<file path="src/verilog/sine_slice_defs.vh">
// Offsets, field positions, reset values and timing counts of the slice
// decoder. Assumes inclusion by bare name from the design files.
`ifndef SINE_SLICE_DEFS_VH
`define SINE_SLICE_DEFS_VH
`define CLK_HZ           25000000
`define FREQ_STEP_DHZ    39
`define PHASE_BITS       16
`define TICK_DIV         ((`CLK_HZ * 10) / (`FREQ_STEP_DHZ * (1 << `PHASE_BITS)))
`define ADDR_W           3
`define OFS_WORD0        3'h0
`define OFS_WORD1        3'h1
`define OFS_WORD2        3'h2
`define OFS_WORD3        3'h3
`define OFS_CTRL         3'h4
`define OFS_STATUS       3'h5
`define OFS_HALFCNT      3'h6
`define AMP_MSB          11
`define CYC_MSB          15
`define CYC_LSB          8
`define FREQ_MSB         7
`define FREQ_LSB         0
`define CONTINUOUS_REPEAT_ENABLE_BIT         12
`define MODE_MSB         11
`define MODE_LSB         10
`define HALF_CYCLE_EXTRA_BIT         9
`define PHASE_INVERT_SELECT_BIT         8
`define SHUP_MSB         7
`define SHUP_LSB         4
`define SHDN_MSB         3
`define SHDN_LSB         0
`define CTRL_START_BIT   0
`define CTRL_STOP_BIT    1
`define CTRL_NEXT_BIT    2
`define SRC_MSB          5
`define SRC_LSB          4
`define SRC_RAM_SYNTH    2'h3
`define MODE_UNI_POS     2'h1
`define WORD_RESET       16'h0000
`define SRC_RESET        2'h0
`endif

</file>
<file path="src/verilog/sine_phase_gen.v">
// Phase accumulator that steps a sine period in 3.9 Hz units.
// Assumes a run level held by the decoder for the whole slice, on the same clock.
`include "sine_slice_defs.vh"
module sine_phase_gen #(
  parameter TICK_DIV = `TICK_DIV,
  parameter PW       = `PHASE_BITS
) (
  input  wire          clk_i,
  input  wire          reset_i,
  input  wire          run_i,
  input  wire [7:0]    freq_i,
  output reg  [PW-1:0] phase_o,
  output reg           half_o,
  output reg           period_o
);
  reg  [7:0]  div_reg;
  wire        tick;
  wire [PW:0] sum;

  // Slow step rate is a one-cycle enable from this divider.
  assign tick = (div_reg == TICK_DIV[7:0] - 8'h01);
  assign sum  = {1'b0, phase_o} + {{(PW-7){1'b0}}, freq_i};

  always @(posedge clk_i) begin
    if (reset_i || !run_i) begin
      div_reg  <= 8'h00;
      phase_o  <= {PW{1'b0}};
      half_o   <= 1'b0;
      period_o <= 1'b0;
    end else begin
      div_reg  <= tick ? 8'h00 : div_reg + 8'h01;
      half_o   <= 1'b0;
      period_o <= 1'b0;
      if (tick) begin
        phase_o  <= sum[PW-1:0];
        half_o   <= sum[PW] | (sum[PW-1] & ~phase_o[PW-1]);
        period_o <= sum[PW];
      end
    end
  end
endmodule

</file>
<file path="src/verilog/sine_slice_parameter_decode.v">
// Slice parameter decoder and play sequencer of the sine synthesizer.
// Assumes a same-clock register master with one-cycle strobes.
//
// The plain strobed port and the register addresses were decided locally.
`include "sine_slice_defs.vh"
module sine_slice_parameter_decode #(
  parameter TICK_DIV = `TICK_DIV
) (
  input  wire                 clk_i,
  input  wire                 reset_i,
  input  wire [`ADDR_W-1:0]   addr_i,
  input  wire [15:0]          wdata_i,
  input  wire                 write_i,
  input  wire                 read_i,
  output reg  [15:0]          rdata_o,
  output reg  [11:0]          amplitude_o,
  output reg                  amplitude_valid_o,
  output wire [15:0]          phase_o,
  output reg  [1:0]           play_state_o,
  output reg  [1:0]           slice_polarity_mode_o,
  output reg                  phase_invert_select_o,
  output reg  [3:0]           ramp_up_shape_o,
  output reg  [3:0]           ramp_down_shape_o,
  output reg                  slice_done_o,
  output reg                  slice_advance_o
);
  localparam S_IDLE = 2'h0;
  localparam S_UP   = 2'h1;
  localparam S_PLAY = 2'h2;
  localparam S_DOWN = 2'h3;

  reg  [15:0] slice_mem [0:3];
  reg  [1:0]  playback_source_select_reg;
  reg  [1:0]  state_reg;
  reg  [1:0]  state_next;
  reg  [8:0]  half_cnt_reg;
  reg  [8:0]  half_cnt_next;
  reg         stop_pend_reg;
  reg         next_pend_reg;
  reg         done_next;
  reg         adv_next;
  wire        half_tick;
  wire        period_tick;
  wire [15:0] phase_raw;
  wire [7:0]  cycles_fld;
  wire [7:0]  frequency_fld;
  wire        half_cycle_extra;
  wire        continuous_repeat_enable;
  wire [3:0]  shape_up;
  wire [3:0]  shape_dn;
  wire [8:0]  total_cycle_count;
  wire        start_req;
  wire        stop_req;
  wire        next_slice_request;
  wire        ctrl_wr;

  // Read mux of the register map.
  function [15:0] read_word;
    input [`ADDR_W-1:0] a;
    begin
      case (a)
        `OFS_WORD0:   read_word = slice_mem[0];
        `OFS_WORD1:   read_word = slice_mem[1];
        `OFS_WORD2:   read_word = slice_mem[2];
        `OFS_WORD3:   read_word = slice_mem[3];
        `OFS_CTRL:    read_word = {10'h000, playback_source_select_reg,
                                   4'h0};
        `OFS_STATUS:  read_word = {12'h000, next_pend_reg, stop_pend_reg,
                                   state_reg};
        `OFS_HALFCNT: read_word = {7'h00, half_cnt_reg};
        default:      read_word = 16'h0000;
      endcase
    end
  endfunction

  // State after play: ramp-down only when a ramp-down shape is chosen.
  function [1:0] end_state;
    input [3:0] shape;
    begin
      end_state = (shape != 4'h0) ? S_DOWN : S_IDLE;
    end
  endfunction

  // A command bit counts only on a write to the control index.
  function ctrl_cmd;
    input               wr;
    input [`ADDR_W-1:0] a;
    input [15:0]        v;
    input integer       b;
    begin
      ctrl_cmd = wr && (a == `OFS_CTRL) && v[b];
    end
  endfunction

  // Slice field decode.
  assign cycles_fld               = slice_mem[2][`CYC_MSB:`CYC_LSB];
  assign frequency_fld            = slice_mem[2][`FREQ_MSB:`FREQ_LSB];
  assign half_cycle_extra         = slice_mem[3][`HALF_CYCLE_EXTRA_BIT];
  assign continuous_repeat_enable = slice_mem[3][`CONTINUOUS_REPEAT_ENABLE_BIT];
  assign shape_up                 = slice_mem[3][`SHUP_MSB:`SHUP_LSB];
  assign shape_dn                 = slice_mem[3][`SHDN_MSB:`SHDN_LSB];
  // Count in half periods: cycles doubled plus the half-cycle bit.
  assign total_cycle_count  = {cycles_fld, half_cycle_extra};
  assign ctrl_wr            = write_i && (addr_i == `OFS_CTRL);
  assign start_req          = ctrl_cmd(write_i, addr_i, wdata_i,
                                       `CTRL_START_BIT);
  assign stop_req           = ctrl_cmd(write_i, addr_i, wdata_i,
                                       `CTRL_STOP_BIT);
  assign next_slice_request = ctrl_cmd(write_i, addr_i, wdata_i,
                                       `CTRL_NEXT_BIT);
  assign phase_o            = phase_raw;

  // The phase restarts from zero at every slice start.
  sine_phase_gen #(
    .TICK_DIV (TICK_DIV),
    .PW       (16)
  ) u_phase (
    .clk_i    (clk_i),
    .reset_i  (reset_i),
    .run_i    (state_reg != S_IDLE),
    .freq_i   (frequency_fld),
    .phase_o  (phase_raw),
    .half_o   (half_tick),
    .period_o (period_tick)
  );

  // Register writes and read data one cycle after the strobe.
  always @(posedge clk_i) begin
    if (reset_i) begin
      slice_mem[0]               <= `WORD_RESET;
      slice_mem[1]               <= `WORD_RESET;
      slice_mem[2]               <= `WORD_RESET;
      slice_mem[3]               <= `WORD_RESET;
      playback_source_select_reg <= `SRC_RESET;
      rdata_o                    <= 16'h0000;
    end else begin
      if (write_i && !addr_i[2]) begin
        slice_mem[addr_i[1:0]] <= wdata_i;
      end
      if (ctrl_wr) begin
        playback_source_select_reg <= wdata_i[`SRC_MSB:`SRC_LSB];
      end
      rdata_o <= read_i ? read_word(addr_i) : 16'h0000;
    end
  end

  // Play sequencer.
  always @* begin
    state_next    = state_reg;
    half_cnt_next = half_cnt_reg;
    done_next     = 1'b0;
    adv_next      = 1'b0;
    case (state_reg)
      S_IDLE: begin
        half_cnt_next = 9'h000;
        if (start_req) begin
          state_next = (shape_up != 4'h0) ? S_UP : S_PLAY;
        end
      end
      S_UP: begin
        if (period_tick) begin
          state_next = S_PLAY;
        end
      end
      S_PLAY: begin
        // Play ends at a period edge on a stop, or at a half-period edge when the count runs out.
        if (continuous_repeat_enable) begin
          // Cycle count is not consulted here.
          if (period_tick && stop_pend_reg) begin
            state_next = end_state(shape_dn);
          end
        end else if (half_tick) begin
          half_cnt_next = half_cnt_reg + 9'h001;
          if (half_cnt_next >= total_cycle_count) begin
            state_next = end_state(shape_dn);
          end else if (period_tick && stop_pend_reg) begin
            state_next = end_state(shape_dn);
          end
        end
        if (continuous_repeat_enable && period_tick && stop_pend_reg) begin
          done_next = (shape_dn == 4'h0);
          adv_next  = (shape_dn == 4'h0) && next_pend_reg;
        end else if (!continuous_repeat_enable && state_next == S_IDLE) begin
          done_next = 1'b1;
          adv_next  = next_pend_reg;
        end
      end
      S_DOWN: begin
        if (period_tick) begin
          state_next = S_IDLE;
          done_next  = 1'b1;
          adv_next   = next_pend_reg;
        end
      end
      default: begin
        state_next = S_IDLE;
      end
    endcase
  end

  always @(posedge clk_i) begin
    if (reset_i) begin
      state_reg       <= S_IDLE;
      half_cnt_reg    <= 9'h000;
      stop_pend_reg   <= 1'b0;
      next_pend_reg   <= 1'b0;
      slice_done_o    <= 1'b0;
      slice_advance_o <= 1'b0;
    end else begin
      state_reg       <= state_next;
      half_cnt_reg    <= half_cnt_next;
      slice_done_o    <= done_next;
      slice_advance_o <= adv_next;
      // A request arriving in the cycle that leaves for idle is kept; one arriving in idle is not.
      // Any request left over is dropped in idle, so a new start
      // is never cut short by a command meant for the last slice.
      if ((stop_req || next_slice_request) && state_reg != S_IDLE) begin
        stop_pend_reg <= 1'b1;
      end else if (state_reg == S_IDLE || state_next == S_IDLE) begin
        stop_pend_reg <= 1'b0;
      end
      if (next_slice_request && state_reg != S_IDLE) begin
        next_pend_reg <= 1'b1;
      end else if (state_reg == S_IDLE || state_next == S_IDLE) begin
        next_pend_reg <= 1'b0;
      end
    end
  end

  // Decoded drive settings.
  always @(posedge clk_i) begin
    if (reset_i) begin
      amplitude_o           <= 12'h000;
      amplitude_valid_o     <= 1'b0;
      play_state_o          <= S_IDLE;
      slice_polarity_mode_o <= 2'h0;
      phase_invert_select_o <= 1'b0;
      ramp_up_shape_o       <= 4'h0;
      ramp_down_shape_o     <= 4'h0;
    end else begin
      if (playback_source_select_reg == `SRC_RAM_SYNTH) begin
        amplitude_o       <= slice_mem[1][`AMP_MSB:0];
        amplitude_valid_o <= 1'b1;
      end else begin
        amplitude_o       <= 12'h000;
        amplitude_valid_o <= 1'b0;
      end
      play_state_o          <= state_next;
      slice_polarity_mode_o <= slice_mem[3][`MODE_MSB:`MODE_LSB];
      phase_invert_select_o <= slice_mem[3][`PHASE_INVERT_SELECT_BIT];
      ramp_up_shape_o       <= shape_up;
      ramp_down_shape_o     <= shape_dn;
    end
  end
endmodule

</file>
<file path="config.mk">
export PLATFORM = sky130hd
export DESIGN_NAME = sine_slice_parameter_decode
export DESIGN_NICKNAME = d
export VERILOG_FILES = /design/src/verilog/sine_phase_gen.v /design/src/verilog/sine_slice_parameter_decode.v
export VERILOG_INCLUDE_DIRS = /design/src /design/src/verilog
export SDC_FILE = /design/constraint.sdc
export NUM_CORES = 1
export LEC_CHECK = 0
export BUFFER_PORTS_ARGS = -buffer_cell sky130_fd_sc_hd__buf_4
export CAP_MARGIN = 20
export CORE_MARGIN = 4
export CORE_UTILIZATION = 58
export CTS_CLUSTER_SIZE = 28
export DETAILED_ROUTE_END_ITERATION = 7
export GPL_TIMING_DRIVEN = 0
export PLACE_DENSITY = 0.82
export SKIP_LAST_GASP = 1
export SLEW_MARGIN = 20
export SYNTH_ARGS = -nofsm -noshare
export SYNTH_HDL_FRONTEND = slang
export SYNTH_SLANG_ARGS = --single-unit
</file>
<file path="constraint.sdc">
create_clock -name clk_i -period 4 [get_ports clk_i]
set_input_delay 1.2 -clock clk_i [delete_from_list [all_inputs] [get_ports clk_i]]
set_output_delay 1.2 -clock clk_i [all_outputs]
set_load 0.02 [all_outputs]
</file>
==> flow_summary.ini <==
[route]
dr.pass1.iters = 6
drtIter0Drc = 629
wl_per_cell_um = 19.5
wirelength_um = 17500
drc = 0
vias = 5435
ant_nets = 0
drt-vias-per-instance = 6.07

[sta]
relSlewSlack_pct = 32.1
setup-tns-final_ns = 0
setup_viol_count_final = 0
timing.final.ws_setup_ns = 0.491
hold_viol_final = 0
rsz0062_at_grt = false
fin_crit_sh_pct = 87.7
tightest_slew_ns = 1.00
whs_ns = 0.489
fin_crit_ns = 3.51
clock_skew_ns = 0.00633
slew_viol_final = 0
fmax_mhz = 285

[clocking]
postCtsSetupBuffers = 0
clk_latency_ns = 0.43
cts_buffer_depth = 2
cts_root_buf = clkbuf_16
clkTransAtPathRegs_ns = 0.06
cts_max_level = 4
cts_tree = done
cts_sinks = 147
cts_made_buffers = 17
cts_hold_buf = 0
cts-resized-gates = 0

[die]
ioPinCount = 83
dieArea_um2 = 13100
core_area_um2 = 10900
die_width_um = 114
initial_core_util_pct = 59.9
die_h_um = 114
placementRows = 38

[cells_and_area]
fill_cells = 772
largest_registers = slice_mem x64, rdata_o x16, u_phase.phase_o x16
syn_to_final_growth_pct = 20.9
diodes = 0
regMostFlops = slice_mem
fin_cells = 895
drive_gt1_share_pct = 17.5
fin_nets = 788
largest_reg_flops = 64

[critical_path]
worstPathCellList = buf_4, clkbuf_1, nor3b_2, clkbuf_1, a21o_1
reg2regPathDepth = 12
crit_type = in2reg
arrival_ns = 3.57
worstPathRequired_ns = 4.06
crit_top_cell = clkbuf_1
worstSetupEndpointType = flop
r2r_slack_ns = 0.52
crit_slowest_cell = nor3b_2
timing.rr.end = next_pend_reg
critical_path.top_delay_family = buffers and inverters
cp_max_fo = 16
reg2reg_from = half_cnt_reg[0]
crit_buf_inv = 3
startpoint_type = input pin
cpPeakStageDelay_ns = 0.76

[global_routing]
grt_pass1_wl_um = 27500
grt_usage_pct = 27.7
antenna_found_initial = 0
grt_start_max_net_pins = 17
gr-total-overflow = 0
grt_pass1_vias = 5301

[logic_synthesis]
synth_flop_cell = dfxtp_1
synth.avg_cell_area_um2 = 10.2
yosys_register_bits = 147
yosysWarnings = 0
ys_seq_area_share_pct = 54.7
synthesis.nets = 688
synthArstFlopShare_pct = 0
syn_inst = 643
synth_cell_types = 56
syn_area_um2 = 6550
synth_edf_count = 64

[placement]
pre_cts_ws_ns = 0.0925
dp_hpwl_um = 12300
post-place-cells = 864
place_congestion = 0.924
io_buffers = 81

[worst_hold_path]
hold_class = reg2reg
hold_start = u_phase.phase_o[2]
hold_path_end = u_phase.phase_o[2]
min_path_cells = 2

[run]
maxCapViolCount = 0

[pwr]
vdd_drop_max_v = 0.000299
p_leak_uw = 0.00326
powerDensity_nw_per_um2 = 435

[run_status]
outcome = complete, no violations
-- synth_stat cells, types with 3 or more instances --
| cell | instances | share of area, % |
|---|---|---|
| nor3_1 | 5 | 0.38 |
| and2_1 | 15 | 1.4 |
| nor4b_1 | 3 | 0.40 |
| a22oi_1 | 10 | 1.1 |
| or3_1 | 4 | 0.38 |
| o21ai_0 | 18 | 1.4 |
| buf_2 | 4 | 0.31 |
| mux4_2 | 7 | 2.4 |
| nor2b_1 | 23 | 2.2 |
| buf_1 | 3 | 0.17 |
| nor2_1 | 104 | 6.0 |
| inv_1 | 34 | 1.9 |
| mux2_2 | 4 | 0.69 |
| nand2_1 | 49 | 2.8 |
| edfxtp_1 | 64 | 29 |
| a221oi_1 | 3 | 0.40 |
| a211oi_1 | 6 | 0.69 |
| a31oi_1 | 4 | 0.38 |
| clkbuf_1 | 23 | 1.3 |
| xnor2_1 | 6 | 0.80 |
| dfxtp_1 | 83 | 25 |
| and3_1 | 11 | 1.1 |
| a21o_1 | 6 | 0.69 |
| xor2_1 | 11 | 1.5 |
| a22o_1 | 5 | 0.67 |
| o21a_1 | 3 | 0.34 |
| nand4_1 | 4 | 0.38 |
| nor4_1 | 4 | 0.38 |
| ha_1 | 21 | 4.0 |
| nand2b_1 | 7 | 0.67 |
| o31ai_1 | 3 | 0.34 |
| nand3_1 | 23 | 1.8 |
| mux2i_1 | 13 | 2.0 |
| a21oi_1 | 28 | 2.1 |
| or4_1 | 8 | 0.92 |
-- metal layers --
| metal | vias to the layer above | part of all wire, % | track usage [%] |
|---|---|---|---|
| li1 | 2460 | - | - |
| met1 | 2603 | 39 | 36.3 |
| met2 | 323 | 47 | 44.3 |
| met3 | 49 | 10 | 6.55 |
| met4 | 0 | 3.1 | 11.5 |
| met5 | - | 0 | 0 |
-- layout make-up --
cell class	count	area [µm²]	area share, %
Timing Repair Buffer	81	608	7.68
Inverter	35	131	1.66
Multi-Input combinational cell	430	2710	34.2
Clock inverter	9	106	1.34
Buffer	31	129	1.63
Tap cell	140	175	2.21
Sequential cell	147	3580	45.3
Clock buffer	22	474	5.99
-- where the power goes --
group	leakage, µW	switching, µW	internal [µW]	total (µW)
clock	0.000280	594	960	1550
sequential	0.00129	35.9	1630	1660
combinational	0.00169	140	90.5	231
total	0.00326	770	2680	3450
-- placed cells by master (no fill, tap or decap), types with 5 or more instances in the layout --
cell,count
a22oi_1,10
a21o_1,6
nand3_1,23
xor2_1,11
dfxtp_1,83
nor2_1,104
buf_4,81
o21ai_0,18
a211oi_1,5
a21oi_1,28
mux4_2,7
and2_1,15
nor3_1,5
mux2i_1,13
nand2b_1,7
xnor2_1,6
a22o_1,5
and3_1,11
edfxtp_1,64
nor2b_1,23
inv_1,34
clkbuf_16,17
ha_1,21
or4_1,8
nand2_1,49
clkbuf_1,25
-- worst min-delay path: stages, from the launching register on --
cell,delay [ns]
dfxtp_1,0.33
nand2_1,0.06
a21oi_1,0.05
-- how the worst max path moves through the flow --
stage                     from          endpoint  cells past startpoint
6_report               reset_i  slice_mem[1][15]                      5
5_1_grt        half_cnt_reg[0]     next_pend_reg                     12
4_1_cts        half_cnt_reg[0]     next_pend_reg                     12
3_5_place_dp           reset_i  slice_mem[1][13]                      5
3_3_place_gp           reset_i   slice_mem[1][4]                      5
2_1_floorplan          reset_i   slice_mem[0][0]                      4
-- logic make-up (layout without fill, tap and decap cells) --
group	count (synthesis)	in the layout	synth area share, %
xor+xnor	17	17	2.27
fa+ha+maj	22	22	4.32
mux	24	24	5.08
simple gates	268	268	19.8
buf+inv	66	178	3.97
compound gates	99	99	9.86
flops	147	147	54.7
-- stage by stage --
step	instance area, µm²	power, µW	util (%)
2_1_floorplan	6550	1810	-
3_3_place_gp	7330	1900	67.0
3_5_place_dp	7330	1910	67.0
4_1_cts	7910	3440	72.4
5_1_grt	7920	3540	72.4
6_report	7920	3450	72.4
(Power assumes the default switching activity.)
